File: src/verilog/drs_pkg.sv
// Package for the descriptor ring status block
package drs_pkg;

	// ==========================================
	// Register offsets (byte addresses)
	localparam logic [7:0] DRS_OFS_CTRL     = 8'h00;
	localparam logic [7:0] DRS_OFS_RX_BASE  = 8'h04;
	localparam logic [7:0] DRS_OFS_TX_BASE  = 8'h08;
	localparam logic [7:0] DRS_OFS_STATUS   = 8'h0C;
	localparam logic [7:0] DRS_OFS_RX_PTR   = 8'h10;
	localparam logic [7:0] DRS_OFS_TX_PTR   = 8'h14;

	// ==========================================
	// Field positions
	localparam int DRS_OWN_BIT       = 31;
	localparam int DRS_ES_BIT        = 15;
	localparam int DRS_TRUNC_BIT     = 14;
	localparam int DRS_CSUM_EN_BIT   = 27;
	localparam int DRS_WDOG_STAT_BIT = 9;
	localparam int DRS_CHAIN_BIT     = 24;
	localparam int DRS_FL_LSB        = 16;

	// ==========================================
	// Reset values and frame limits
	localparam logic [31:0] DRS_RST_WORD  = 32'h0000_0000;
	localparam logic [13:0] DRS_MIN_FRAME = 14'h0040;
	localparam logic [13:0] DRS_MAX_FRAME = 14'h05EE;

	// ==========================================
	// Carriers
	typedef struct packed {
		logic        paddr_ok;
		logic [7:0]  paddr;
		logic        psel;
		logic        penable;
		logic        pwrite;
		logic [31:0] pwdata;
	} drs_apb_req_t;

	typedef struct packed {
		logic        trunc;
		logic        overflow;
		logic        late_coll;
		logic        crc_err;
		logic        align_err;
		logic        multicast;
		logic        eth_type;
		logic        watchdog;
		logic        phy_err;
		logic        addr_miss;
		logic [1:0]  loop_src;
		logic        ip_fail;
		logic        l4_fail;
		logic        is_ip;
		logic        is_tcp;
		logic        is_udp;
	} drs_rx_info_t;

	typedef struct packed {
		logic jabber;
		logic carrier_loss;
		logic no_carrier;
		logic late_coll;
		logic excess_coll;
		logic underrun;
	} drs_tx_info_t;

	typedef enum logic [3:0] {
		DRS_IDLE = 4'b0001,
		DRS_RX   = 4'b0010,
		DRS_TX   = 4'b0100,
		DRS_WB   = 4'b1000
	} drs_state_t;

	typedef struct packed {
		drs_state_t  st;
		logic        csum_en;
		logic        rx_run;
		logic        tx_run;
		logic        wdog_stat;
		logic [31:0] rx_base;
		logic [31:0] tx_base;
		logic [31:0] rx_ptr;
		logic [31:0] tx_ptr;
		logic        rx_first;
		logic [13:0] rx_total;
		logic [31:0] prdata;
		logic        mem_req;
		logic        mem_wr;
		logic [31:0] mem_addr;
		logic [31:0] mem_wdata;
		logic        rx_done;
		logic        tx_done;
		logic [31:0] next_ptr;
	} drs_state_s_t;

endpackage

File: src/verilog/drs_descriptor_ring_status.sv
// Descriptor walker and status writer for the receive and transmit chains
// Notes on behaviour
// - Device clears rx owner after placing packet; driver sets it after removing data.
// - rx_byte_count in rx word0 holds the packet's total byte count.
// - Rx status written after buffer fills; meaningful only with last_segment_mark.
// - error_summary_bit set if truncation, short, oversize, late collision, CRC, overflow.
// - buffer_shortage_truncation set when frame cut short for lack of buffer.
// - Checksum mode: bit13 IP checksum fail, bit12 TCP/UDP checksum fail.
// - Otherwise bits13..12 give source: normal, internal, PHY digital, PHY analog loop.
// - short_frame_bit for frames under 64 bytes, valid at last segment without overflow.
// - group_address_bit set for multicast destination.
// - first_segment_mark on frame start descriptor, last_segment_mark on end descriptor.
// - oversize_frame_bit when frame exceeds 1518 bytes.
// - rx_late_collision_bit when late collision seen during reception.
// - Bit5 is IP flag in checksum mode, else Ethernet-type frame flag.
// - Bit4 is TCP flag, else watchdog timeout also setting status bit 9.
// - Bit3 is UDP flag, else physical layer error.
// - alignment_fault_bit on non-byte end; crc_fault_bit on CRC mismatch.
// - rx_overflow_bit on receive FIFO overflow, meaningful at last segment.
// - Driver sets tx owner when ready; device clears it after sending buffer.
// - Tx error summary set on jabber, carrier loss, no carrier, collisions, underrun.
// - Tx error summary sits in bit 15 of tx word0.
//
// Chosen here: register access over APB and the register addresses.
`timescale 1ns/1ps

module drs_descriptor_ring_status
	import drs_pkg::*;
(
	input  wire logic         pclk,
	input  wire logic         presetn,
	input  wire logic         psel,
	input  wire logic         penable,
	input  wire logic         pwrite,
	input  wire logic [7:0]   paddr,
	input  wire logic [31:0]  pwdata,
	output logic              pready,
	output logic              pslverr,
	output logic [31:0]       prdata,
	output logic              mem_req,
	output logic              mem_wr,
	output logic [31:0]       mem_addr,
	output logic [31:0]       mem_wdata,
	input  wire logic         mem_ack,
	input  wire logic [31:0]  mem_rdata,
	input  wire logic         rx_seg_valid,
	input  wire logic         rx_seg_last,
	input  wire logic [10:0]  rx_seg_bytes,
	input  wire drs_rx_info_t rx_info,
	output logic              rx_seg_ready,
	input  wire logic         tx_seg_valid,
	input  wire drs_tx_info_t tx_info,
	output logic              tx_seg_ready,
	output logic              rx_no_desc,
	output logic              tx_no_desc
);

	drs_state_s_t s_r;
	drs_state_s_t s_nxt;

	// ==========================================
	// Helpers
	function automatic logic [31:0] drs_rx_status(
		input drs_rx_info_t i,
		input logic         first,
		input logic         last,
		input logic [13:0]  total,
		input logic         csum
	);
		logic [31:0] w;
		logic        short_f;
		logic        long_f;
		w = DRS_RST_WORD;
		short_f = last && !i.overflow && (total < DRS_MIN_FRAME);
		long_f  = last && (total > DRS_MAX_FRAME);
		w[30] = i.addr_miss;
		w[29:DRS_FL_LSB] = total;
		w[9] = first;
		w[8] = last;
		// error bits only at last segment
		if (last)
		begin
			w[DRS_TRUNC_BIT] = i.trunc;
			w[11] = short_f;
			w[10] = i.multicast;
			w[7] = long_f;
			w[6] = i.late_coll;
			w[2] = i.align_err;
			w[1] = i.crc_err;
			w[0] = i.overflow;
			if (csum)
			begin
				w[13] = i.ip_fail;
				w[12] = i.l4_fail;
				w[5] = i.is_ip;
				w[4] = i.is_tcp;
				w[3] = i.is_udp;
			end
			else
			begin
				w[13:12] = i.loop_src;
				w[5] = i.eth_type;
				w[4] = i.watchdog;
				w[3] = i.phy_err;
			end
			w[DRS_ES_BIT] = i.trunc | short_f | long_f | i.late_coll | i.crc_err | i.overflow;
		end
		return w;
	endfunction

	function automatic logic [31:0] drs_tx_status(input drs_tx_info_t i);
		logic [31:0] w;
		w = DRS_RST_WORD;
		w[14] = i.jabber;
		w[12] = i.underrun;
		w[11] = i.carrier_loss;
		w[10] = i.no_carrier;
		w[9]  = i.late_coll;
		w[8]  = i.excess_coll;
		w[1]  = i.underrun;
		w[DRS_ES_BIT] = i.jabber | i.carrier_loss | i.no_carrier | i.late_coll
			| i.excess_coll | i.underrun;
		return w;
	endfunction

	// ==========================================
	// Next state
	always_comb
	begin
		s_nxt = s_r;
		s_nxt.rx_done = 1'b0;
		s_nxt.tx_done = 1'b0;
		pready  = 1'b1;
		pslverr = 1'b0;
		rx_seg_ready = 1'b0;
		tx_seg_ready = 1'b0;

		// APB setup phase reads are latched; writes at access
		if (psel && !penable)
		begin
			if (paddr == DRS_OFS_CTRL)
				s_nxt.prdata = {4'h0, s_r.csum_en, 17'h0, s_r.wdog_stat, 7'h0,
					s_r.tx_run, s_r.rx_run};
			else if (paddr == DRS_OFS_RX_BASE)
				s_nxt.prdata = s_r.rx_base;
			else if (paddr == DRS_OFS_TX_BASE)
				s_nxt.prdata = s_r.tx_base;
			else if (paddr == DRS_OFS_STATUS)
				s_nxt.prdata = {28'h0, s_r.st};
			else if (paddr == DRS_OFS_RX_PTR)
				s_nxt.prdata = s_r.rx_ptr;
			else if (paddr == DRS_OFS_TX_PTR)
				s_nxt.prdata = s_r.tx_ptr;
			else
				s_nxt.prdata = DRS_RST_WORD;
		end
		if (psel && penable)
		begin
			if (paddr > DRS_OFS_TX_PTR || paddr[1:0] != 2'b00)
				pslverr = 1'b1;
			else if (pwrite)
			begin
				if (paddr == DRS_OFS_CTRL)
				begin
					s_nxt.csum_en = pwdata[DRS_CSUM_EN_BIT];
					s_nxt.rx_run  = pwdata[0];
					s_nxt.tx_run  = pwdata[1];
					if (pwdata[DRS_WDOG_STAT_BIT])
						s_nxt.wdog_stat = 1'b0;
				end
				else if (paddr == DRS_OFS_RX_BASE)
				begin
					s_nxt.rx_base = pwdata;
					s_nxt.rx_ptr  = pwdata;
				end
				else if (paddr == DRS_OFS_TX_BASE)
				begin
					s_nxt.tx_base = pwdata;
					s_nxt.tx_ptr  = pwdata;
				end
			end
		end

		case (s_r.st)
			DRS_IDLE:
			begin
				s_nxt.mem_req = 1'b0;
				if (s_r.rx_run && rx_seg_valid)
				begin
					// Fetch rx word0 for ownership
					s_nxt.st = DRS_RX;
					s_nxt.mem_req  = 1'b1;
					s_nxt.mem_wr   = 1'b0;
					s_nxt.mem_addr = s_r.rx_ptr;
				end
				else if (s_r.tx_run && tx_seg_valid)
				begin
					s_nxt.st = DRS_TX;
					s_nxt.mem_req  = 1'b1;
					s_nxt.mem_wr   = 1'b0;
					s_nxt.mem_addr = s_r.tx_ptr;
				end
			end
			DRS_RX:
			begin
				if (mem_ack && s_r.mem_addr == s_r.rx_ptr)
				begin
					if (!mem_rdata[DRS_OWN_BIT])
					begin
						s_nxt.mem_req = 1'b0;
						s_nxt.st = DRS_IDLE;
					end
					else
						// Fetch next pointer from word3
						s_nxt.mem_addr = s_r.rx_ptr + 32'h0000_000C;
				end
				else if (mem_ack)
				begin
					s_nxt.next_ptr = mem_rdata;
					s_nxt.mem_wdata = drs_rx_status(rx_info, s_r.rx_first, rx_seg_last,
						s_r.rx_total + {3'h0, rx_seg_bytes}, s_r.csum_en);
					s_nxt.rx_total = rx_seg_last ? 14'h0 : s_r.rx_total + {3'h0, rx_seg_bytes};
					s_nxt.rx_first = rx_seg_last;
					if (rx_seg_last && !s_r.csum_en && rx_info.watchdog)
						s_nxt.wdog_stat = 1'b1;
					s_nxt.rx_done  = 1'b1;
					s_nxt.mem_wr   = 1'b1;
					s_nxt.mem_addr = s_r.rx_ptr;
					s_nxt.st = DRS_WB;
					rx_seg_ready = 1'b1;
				end
			end
			DRS_TX:
			begin
				if (mem_ack && s_r.mem_addr == s_r.tx_ptr)
				begin
					if (!mem_rdata[DRS_OWN_BIT])
					begin
						s_nxt.mem_req = 1'b0;
						s_nxt.st = DRS_IDLE;
					end
					else
						s_nxt.mem_addr = s_r.tx_ptr + 32'h0000_000C;
				end
				else if (mem_ack)
				begin
					s_nxt.next_ptr  = mem_rdata;
					s_nxt.mem_wdata = drs_tx_status(tx_info);
					s_nxt.tx_done   = 1'b1;
					s_nxt.mem_wr    = 1'b1;
					s_nxt.mem_addr  = s_r.tx_ptr;
					s_nxt.st = DRS_WB;
					tx_seg_ready = 1'b1;
				end
			end
			DRS_WB:
			begin
				if (mem_ack)
				begin
					s_nxt.mem_req = 1'b0;
					s_nxt.mem_wr  = 1'b0;
					if (s_r.mem_addr == s_r.rx_ptr && s_r.rx_done == 1'b0 && s_r.rx_run)
						s_nxt.rx_ptr = s_r.next_ptr;
					if (s_r.mem_addr == s_r.rx_ptr)
						s_nxt.rx_ptr = s_r.next_ptr;
					else
						s_nxt.tx_ptr = s_r.next_ptr;
					s_nxt.st = DRS_IDLE;
				end
			end
			default:
				s_nxt.st = DRS_IDLE;
		endcase
	end

	// ==========================================
	// State register
	always_ff @(posedge pclk or negedge presetn)
	begin
		if (!presetn)
		begin
			s_r <= '0;
			s_r.st <= DRS_IDLE;
			s_r.rx_first <= 1'b1;
		end
		else
			s_r <= s_nxt;
	end

	// ==========================================
	// Outputs
	assign prdata    = s_r.prdata;
	assign mem_req   = s_r.mem_req;
	assign mem_wr    = s_r.mem_wr;
	assign mem_addr  = s_r.mem_addr;
	assign mem_wdata = s_r.mem_wdata;
	assign rx_no_desc = (s_r.st == DRS_RX) && mem_ack && (s_r.mem_addr == s_r.rx_ptr)
		&& !mem_rdata[DRS_OWN_BIT];
	assign tx_no_desc = (s_r.st == DRS_TX) && mem_ack && (s_r.mem_addr == s_r.tx_ptr)
		&& !mem_rdata[DRS_OWN_BIT];

endmodule

File: config.mk
export PLATFORM = sky130hd
export DESIGN_NAME = drs_descriptor_ring_status
export DESIGN_NICKNAME = d
export VERILOG_FILES = /design/src/verilog/drs_pkg.sv /design/src/verilog/drs_descriptor_ring_status.sv
export SDC_FILE = /design/constraint.sdc
export NUM_CORES = 1
export LEC_CHECK = 0
export ABC_CLOCK_PERIOD_IN_PS = 3760
export BUFFER_PORTS_ARGS = -buffer_cell sky130_fd_sc_hd__buf_2
export CORE_ASPECT_RATIO = 0.8
export CORE_UTILIZATION = 45
export CTS_CLUSTER_DIAMETER = 200
export DETAILED_ROUTE_END_ITERATION = 6
export HOLD_SLACK_MARGIN = 0.12
export PLACE_DENSITY = 0.74
export REMOVE_ABC_BUFFERS = 1
export SKIP_LAST_GASP = 1
export SLEW_MARGIN = 20
export SYNTH_ARGS = -nofsm -noshare
export SYNTH_HDL_FRONTEND = slang
export SYNTH_SLANG_ARGS = --single-unit
export TNS_END_PERCENT = 1
File: constraint.sdc
create_clock -name pclk -period 3.76 [get_ports pclk]
set_input_delay 0.188 -clock pclk [delete_from_list [all_inputs] [get_ports pclk]]
set_output_delay 0.188 -clock pclk [all_outputs]
set_load 0.1 [all_outputs]
==> impl_metrics.tcl, run 1 <==
set metrics [dict create \
    worst_slew_pin_slew_ns 1.15 \
    clk_path_buf_depth 3 \
    max_freq_ghz 0.280 \
    setup_slack_ns 0.189 \
    cts_buffers 30 \
    worstPathArrival_ns 3.38 \
    gr-total-overflow 0 \
    p_int_mw 5.07 \
    finalCritPeriodShare 0.950 \
    switching_share 0.274 \
    nNetsFinal 2056 \
    synth_top_area_share 0.422 \
    met2_length_mm 22.5 \
    clk_latency_ns 0.58 \
    drt_iter0_markers 1555 \
    synth_area_leader_cell "dfrtp_1" \
    synthCells 1774 \
    die_w_um 216 \
    end_kind "primary output" \
    preCtsSetupSlack_ns 0.474 \
    die-area_um2 37400 \
    switchingPower_mw 1.91 \
    cp_max_fo 13 \
    wl_mm 52.1 \
    rsz0062_at_grt "false" \
    grt_max_degree 107 \
    skew_ns 0.0246 \
    gp_congestion 0.985 \
    r2r_cells 10 \
    p_per_area_nw_per_um2 362 \
    htreeDepth 1 \
    cellLeakagePower_nw 9.16 \
    setup_tns_ns 0 \
    p_total_mw 6.98 \
    top_layer_used "met4" \
    antenna_found_initial 2 \
    ant_nets 0 \
    crit_path_start_kind "register" \
    syn_area_per_cell_um2 9.29 \
    ctsRootBufferMaster "clkbuf_16" \
    grt_pass1_vias 14003 \
    final.min_clock_period_ns 3.57 \
    wl_met3_mm 4.83 \
    hold_viol_final 0 \
    cts.sinks 280 \
    synth_area_leaders "dfrtp_1, nand2_1, xnor2_1, mux2_2, buf_4" \
    dr.pass1.iters 6 \
    ys_ff_latch 280 \
    start_util 0.458 \
    numPortBuffers 216 \
    core-area_um2 36000 \
    die_h_um 173 \
    synth.most_common_cell "dfrtp_1" \
    synth.distinct_cells 81 \
    fin_cells 2432 \
    async_reset_ff_frac 1.00 \
    synth_ff_type "dfrtp_1" \
    hp-class "input port to register" \
    p_comb_frac 0.120 \
    dpl.cell_count 2277 \
    synthToLayoutAreaGrowth_pct 17.1 \
    wl_per_cell_um 21.4 \
    yosys-top-cells-count "dfrtp_1, nand2_1, nor2_1" \
    seq_area_frac_synth 0.425 \
    rows 62 \
    met1_length_mm 23.0 \
    mappedNetlistArea_um2 16500 \
    drive_above_1_share 0.218 \
    grtUsageTotal 0.275 \
    setup_viol 0 \
    setup.worst_path.class "register to primary output" \
    clk_pin_slew_worst_paths_ns 0.06 \
    relSlewSlack 0.235 \
    hold_depth 3 \
    ys_warn_count 0 \
    vias 14406 \
    maxCapViolCount 0 \
    num_io_pins 219 \
    pwr-share-seq 0.442 \
    cts_tree "done" \
    vias_per_cell 5.92 \
    cts_resized 0 \
    synth_edf_count 0 \
    grt_pass1_wl_mm 80.8 \
    peakVddDrop_mv 0.316 \
    pwr-share-clk 0.438 \
    drv_slew 0 \
    final_util 0.536 \
    drc 0 \
    critPathRequiredTime_ns 3.57 \
    outcome "complete, no violations" \
    hpwl_mm 35.0 \
]
-- power by group through the flow --
| stage | Sequential [mW] | Clock, mW | Combinational (mW) |
|---|---|---|---|
| 2_1_floorplan | 3.45 | 0 | 0.163 |
| 3_3_place_gp | 3.14 | 0 | 0.743 |
| 3_5_place_dp | 3.14 | 0 | 0.753 |
| 4_1_cts | 3.09 | 3.11 | 0.829 |
| 5_1_grt | 3.09 | 3.22 | 0.884 |
| 6_report | 3.09 | 3.06 | 0.837 |
-- state kept, by name, indices dropped and copies added, names as in the netlist --
| signal | count |
|---|---|
| mem_addr | 32 |
| mem_req | 1 |
| mem_wdata | 31 |
| mem_wr | 1 |
| prdata | 32 |
| s_r | 183 |
-- repair_timing --
action	CTS	global route
hold buffers	95	0
buffers inserted	0	3
setup endpoints to repair	0	1
endpoints found under the hold margin	288	0
-- kinds of logic after synthesis --
group | synth area share
AND/OR/NAND/NOR | 0.160
buffers and inverters | 0.0882
multiplexers | 0.0954
flip-flops | 0.425
other | 0.000456
XOR/XNOR | 0.0654
adder cells (fa/ha/maj) | 0.0111
AO/OA/AOI/OAI | 0.154
-- worst max-delay path, cell delays in order (launching register included) --
cell and delay [ns]:
dfrtp_1 0.48, xnor2_1 0.44, nand4_1 0.21, nor4_4 0.43, nand2_2 0.33, nor3_2 0.38
buf_2 0.53
-- placed cells by master (no fill, tap or decap), types with 49 or more instances in the layout --
master,n
xnor2_1,95
mux2i_1,76
mux2_2,70
o21ai_0,116
dfrtp_1,278
buf_4,49
dlygate4sd3_1,95
a22oi_1,75
nor2_1,115
nand2_1,272
buf_2,214
-- per-stage QoR --
step / hold slack, ns / instance area, µm²
after global routing: 0.164 / 19300
after detailed placement: 0.259 / 17300
after CTS: 0.123 / 19300
after floorplan: -0.108 / 15100
final: 0.147 / 19300
after global placement: 0.255 / 17300
-- worst paths after layout --
check	startpoint	to	slack, ns
hold / removal	mem_ack	s_r[280]	0.15
min in group asynchronous	presetn	s_r[21]	0.24
max in group asynchronous	presetn	mem_wdata[12]	2.48
setup / recovery	s_r[200]	rx_no_desc	0.19
setup reg to reg	s_r[200]	mem_wdata[10]	0.21
hold reg to reg	mem_wdata[26]	mem_wdata[26]	0.47
-- area by class of cell --
cell class | instances | area (µm²)
Fill cell | 3266 | 16700
Timing Repair Buffer | 363 | 2480
Antenna cell | 2 | 5.00
Sequential cell | 280 | 7010
Clock buffer | 44 | 863
Multi-Input combinational cell | 1225 | 8080
Inverter | 27 | 101
Tap cell | 480 | 601
Clock inverter | 11 | 150
-- metal layers --
metal,track usage,up-vias
met2,0.404,692
li1,-,6448
met1,0.401,7145
met5,0,-
met3,0.0552,121
met4,0.0983,0
Note: power is estimated with default switching activity, not from simulation.
==> run 2: changes to the inputs <==
- ABC_CLOCK_PERIOD_IN_PS: 3760 -> 4440
- CORE_ASPECT_RATIO: 0.8 -> 0.9
- clock period: 3.76 -> 4.44 ns (I/O delays scaled with it)
==> run 2 against run 1 <==
Critical path depth up 2. Sequential power down 16%. Register-to-register slack better by 0.65 ns. Non-clock buffer count down 28. Critical endpoint is now rx_seg_ready. Largest power group is now the clock network. Highest routed layer unchanged.
==> impl_metrics.tcl, run 2 (synthesis gave the netlist of run 1 again) <==
set metrics [dict create \
    clk_latency_ns 0.59 \
    dpl.cell_count 2250 \
    die-area_um2 37400 \
    dr.pass1.iters 5 \
    drt_iter0_markers 1442 \
    critPathTopFamily "simple AND/OR/NAND/NOR gates" \
    hp-start "mem_ack" \
    grt_pass1_vias 13820 \
    max_freq_ghz 0.273 \
    core-area_um2 36100 \
    numPortBuffers 216 \
    p_comb_frac 0.117 \
    wl_mm 50.8 \
    layout_common_cells "dfrtp_1, nand2_1, buf_2" \
    cp_max_fo 16 \
    start_util 0.457 \
    r2r_cells 9 \
    reg2reg_setup_slack_ns 0.86 \
    hpwl_mm 34.3 \
    holdPathEnd "mem_wr" \
    cpPeakStageDelay_ns 0.56 \
    critPathRequiredTime_ns 4.22 \
    fin_cells 2404 \
    cts_tree "done" \
    num_io_pins 219 \
    rsz0062_at_grt "false" \
    cp_num_buf_inv 3 \
    switching_share 0.276 \
    end_kind "primary output" \
    place_area_um2 17100 \
    setup_tns_ns 0 \
    nNetsFinal 2029 \
    pwr-share-seq 0.441 \
    gr-total-overflow 0 \
    hold_depth 3 \
    p_per_area_nw_per_um2 311 \
    peakVddDrop_mv 0.269 \
    grtUsageTotal 0.271 \
    drc 0 \
    final.min_clock_period_ns 3.66 \
    hp-class "input port to register" \
    switchingPower_mw 1.64 \
    wl_per_cell_um 21.1 \
    p_total_mw 5.93 \
    vias 14092 \
    grt_max_degree 114 \
    largest_reg_flops 183 \
    critPathSlowestCell "dfrtp_1" \
    finalCritPeriodShare 0.824 \
    top_register "s_r" \
    die_w_um 204 \
    relSlewSlack 0.237 \
    preCtsSetupSlack_ns 1.28 \
    layout_commonest_cell "dfrtp_1" \
    drv_slew 0 \
    pwr-share-clk 0.443 \
    setup.worst_path.class "register to primary output" \
    gp_congestion 1.01 \
    synthToLayoutAreaGrowth_pct 15.7 \
    skew_ns 0.0337 \
    final_area_um2 19100 \
    setup_slack_ns 0.780 \
    worstPathArrival_ns 3.44 \
    rows 66 \
    worst_slew_pin_slew_ns 1.14 \
    p_int_mw 4.29 \
    cts_buffers 31 \
    ant_nets 0 \
    crit_path_start_kind "register" \
    drive_above_1_share 0.210 \
    setup_viol 0 \
    htreeDepth 1 \
    outcome "complete, no violations" \
    hold_viol_final 0 \
    clk_pin_slew_worst_paths_ns 0.06 \
    reg2reg_to "mem_wdata[12]" \
    cellLeakagePower_nw 9.02 \
    path_cells "xnor2_1, nand4_1, nor4_4, nand2_2, buf_4, nand2_1, inv_1, buf_2" \
    maxCapViolCount 0 \
    die_h_um 184 \
    grt_pass1_wl_mm 79.5 \
    antenna_found_initial 4 \
    clk_path_buf_depth 3 \
    vias_per_cell 5.86 \
    ctsRootBufferMaster "clkbuf_16" \
    timing.rr.start "s_r[187]" \
    cts.sinks 280 \
]
==> run 2: cell types whose count changed in the layout (fill, tap and decap cells not counted), moves of 2 or more <==
cell	previous run	this run
diode_2	2	4
clkbuf_1	8	6
buf_12	4	1
buf_4	49	25
clkinv_2	4	8
clkbuf_8	6	4
dlygate4sd3_1	95	93
==> run 2: worst max-delay path by stage <==
stage | startpoint | endpoint | slack, ns | cells after the start
2_1_floorplan | paddr[7] | s_r[211] | -0.31 | 5
3_3_place_gp | s_r[132] | mem_wdata[11] | 1.32 | 10
3_5_place_dp | s_r[282] | mem_addr[26] | 1.28 | 8
4_1_cts | s_r[187] | rx_seg_ready | 0.82 | 8
5_1_grt | s_r[194] | rx_seg_ready | 0.71 | 8
6_report | s_r[187] | rx_seg_ready | 0.78 | 8
==> run 2: metal layers <==
metal  global-route usage  share of wire  vias up
met5                    0              0        -
met4               0.0974          0.036        0
met3               0.0475          0.075      138
met2                0.428           0.46      604
met1                0.371           0.43     6941
li1                     -              -     6409
==> run 2: power by group through the flow <==
| stage | Clock [mW] | Combinational, mW | Sequential (mW) |
|---|---|---|---|
| after global placement | 0 | 0.623 | 2.66 |
| after CTS | 2.66 | 0.693 | 2.61 |
| final | 2.63 | 0.693 | 2.61 |
| after global routing | 2.77 | 0.734 | 2.62 |
| after floorplan | 0 | 0.138 | 2.92 |
| after detailed placement | 0 | 0.630 | 2.66 |
==> run 2: layout make-up <==
class	instances	area, µm²
Sequential cell	280	7010
Fill cell	3310	17000
Clock buffer	41	853
Antenna cell	4	10.0
Clock inverter	16	183
Tap cell	476	596
Timing Repair Buffer	335	2230
Inverter	27	101
Multi-Input combinational cell	1225	8080
==> run 2: per-stage QoR <==
stage	hold slack, ns	util
final	0.160	0.528
after global routing	0.173	0.528
after CTS	0.140	0.528
after detailed placement	0.362	0.473
after global placement	0.332	0.473
after floorplan	-0.0736	-
==> run 2: worst min-delay path, delay by kind of cell <==
family	cells	cell delay, ns
compound gates	2	0.24
buf+inv	1	0.22
==> run 2: what timing repair did <==
action / in CTS / in global routing
hold endpoints to repair: 302 / 0
endpoints found under the setup margin: 0 / 0
hold buffers: 93 / 0
setup buffers: 0 / 0
gates resized for setup: 0 / 0
==> run 3: changes to the inputs <==
- ABC_AREA: unset -> 1
- ABC_CLOCK_PERIOD_IN_PS: 4440 -> 3500
- PLACE_DENSITY: 0.74 -> 0.73
- clock period: 4.44 -> 3.5 ns (I/O delays scaled with it)
==> run 3 against run 2 <==
Sequential cell count is the same. Global-route usage is 5.4 points higher. Setup slack lost 0.69 ns. Clock skew down 0.024 ns. Largest power group is now sequential cells.
==> impl_metrics.tcl, run 3 <==
set metrics [dict create \
    async_reset_ff_frac 1.00 \
    crit_start "s_r[188]" \
    fin_cells 3176 \
    mappedNetlistArea_um2 17800 \
    critPathRequiredTime_ns 3.32 \
    yosys-top-cells-count "nand2_1, dfrtp_1, inv_1" \
    ys_ff_latch 280 \
    timing.rr.start "mem_addr[29]" \
    synth_top_area_share 0.391 \
    critPathSlowestCell "dfrtp_1" \
    skew_ns 0.00927 \
    synth_area_leader_cell "dfrtp_1" \
    drive_above_1_share 0.143 \
    cts_buffers 30 \
    end_kind "primary output" \
    peakVddDrop_mv 0.854 \
    crit_path_start_kind "register" \
    met1_usage 0.451 \
    setup_slack_ns 0.0949 \
    ant_nets 0 \
    core-area_um2 38600 \
    synthCells 2447 \
    grt_util_met2 0.523 \
    finalCritPeriodShare 0.973 \
    die_w_um 212 \
    dr.pass1.iters 5 \
    hpwl_mm 46.1 \
    worstPathArrival_ns 3.23 \
    cts_tree "done" \
    vias 17832 \
    vias_per_cell 5.61 \
    critPathCapture "rx_no_desc" \
    outcome "complete, no violations" \
    cp_max_fo 9 \
    start_util 0.461 \
    synth_edf_count 0 \
    synthToLayoutAreaGrowth_pct 17.1 \
    cts.sinks 280 \
    synth_area_leaders "dfrtp_1, nand2_1, inv_1, buf_4, nand3_1" \
    grt_pass1_wl_mm 101 \
    seq_area_frac_synth 0.394 \
    hp-start "pwrite" \
    syn_area_per_cell_um2 7.27 \
    maxCapViolCount 0 \
    clk_latency_ns 0.59 \
    dpl.cell_count 3020 \
    drt_iter0_markers 1856 \
    hold_viol_final 0 \
    die_h_um 191 \
    antenna_found_initial 0 \
    wl_per_cell_um 20.6 \
    gp_congestion 1.05 \
    ys_warn_count 0 \
    clk_pin_slew_worst_paths_ns 0.06 \
    rsz0062_at_grt "false" \
    gr-total-overflow 0 \
    final.min_clock_period_ns 3.41 \
    ctsRootBufferMaster "clkbuf_16" \
    met3_usage 0.0487 \
    cpPeakStageDelay_ns 0.61 \
    htreeDepth 1 \
    num_io_pins 219 \
    preCtsSetupSlack_ns 0.611 \
    relSlewSlack 0.253 \
    grt_pass1_vias 17212 \
    cellLeakagePower_nw 10.8 \
    wl_mm 65.3 \
    numPortBuffers 216 \
    clk_path_buf_depth 3 \
    grt_max_degree 129 \
    path_cells "xnor2_1, nand2b_1, nor3_1, nand2_1, nor2_8, nand2_4, nor2_1, buf_2" \
    nNetsFinal 2755 \
    hp-class "input port to register" \
    worst_slew_pin_slew_ns 1.11 \
    layout_common_cells "nand2_1, dfrtp_1, inv_1" \
    layout_commonest_cell "nand2_1" \
    die-area_um2 40300 \
    grtUsageTotal 0.325 \
    synth.most_common_cell "nand2_1" \
    gr-max-usage-layer "met2" \
    holdWs_ns 0.148 \
    p_per_area_nw_per_um2 553 \
    r2r_cells 12 \
    synth_ff_type "dfrtp_1" \
    synth.distinct_cells 60 \
    reg2reg_setup_slack_ns 0.15 \
    setup_viol 0 \
    setup_tns_ns 0 \
    top_register "s_r" \
    drc 0 \
    setup.worst_path.class "register to primary output" \
    post_cts_buffers 0 \
    reg2reg_to "mem_wdata[10]" \
    max_freq_ghz 0.294 \
    rows 68 \
    largest_reg_flops 183 \
    drv_slew 0 \
]
-- run 3: how the worst min path moves through the flow --
stage	end	depth (start not counted)
finish	s_r[276]	3
global route	s_r[276]	3
CTS	prdata[26]	6
floorplan	mem_addr[0]	0
global placement	s_r[153]	1
detailed placement	prdata[7]	1
-- run 3: final cells by class --
class,count,area [µm²]
Clock buffer,40,878
Clock inverter,16,282
Fill cell,3683,17800
Inverter,277,1050
Antenna cell,1,2.50
Sequential cell,280,7010
Timing Repair Buffer,364,2550
Tap cell,525,657
Multi-Input combinational cell,1673,8420
-- run 3: cell families after synthesis --
| logic type | count (synthesis) | synth area share |
|---|---|---|
| simple gates | 1149 | 0.274 |
| buf+inv | 494 | 0.134 |
| compound gates | 408 | 0.138 |
| flops | 280 | 0.394 |
| xor+xnor | 96 | 0.0472 |
| fa+ha+maj | 14 | 0.0103 |
| mux | 4 | 0.00225 |
| other cells | 2 | 0.000422 |
-- run 3: report_power, final --
group	internal [mW]	leakage [nW]	switching (mW)	total (mW)
registers	3.69	3.65	0.668	4.35
clock network	2.28	0.562	1.45	3.73
logic	0.990	6.54	2.45	3.44
total	6.95	10.8	4.57	11.5
-- run 3: layer usage --
metal	part of all wire	up-vias
met2	0.46	877
met3	0.079	120
li1	-	8229
met1	0.44	8606
met4	0.029	0
met5	0	-
-- run 3: stage by stage --
stage	total power, mW	util	area (µm²)
after floorplan	6.51	-	16400
after global placement	7.59	0.484	18700
after CTS	11.5	0.540	20800
after detailed placement	7.65	0.484	18700
after global routing	12.0	0.540	20800
final	11.5	0.540	20800
-- run 3: critical path: cells and delay by family, from the launching register on --
kind	cells	cell delay (ns)
DFF	1	0.61
xor gates and xnor gates	1	0.20
and+or+nand+nor	6	1.33
buffers and inverters	1	0.48
-- run 3: repair_timing --
item	in CTS	in global routing
endpoints found under the hold margin	304	0
resized for setup	0	1
hold buffers	99	0
setup endpoints to repair	0	1
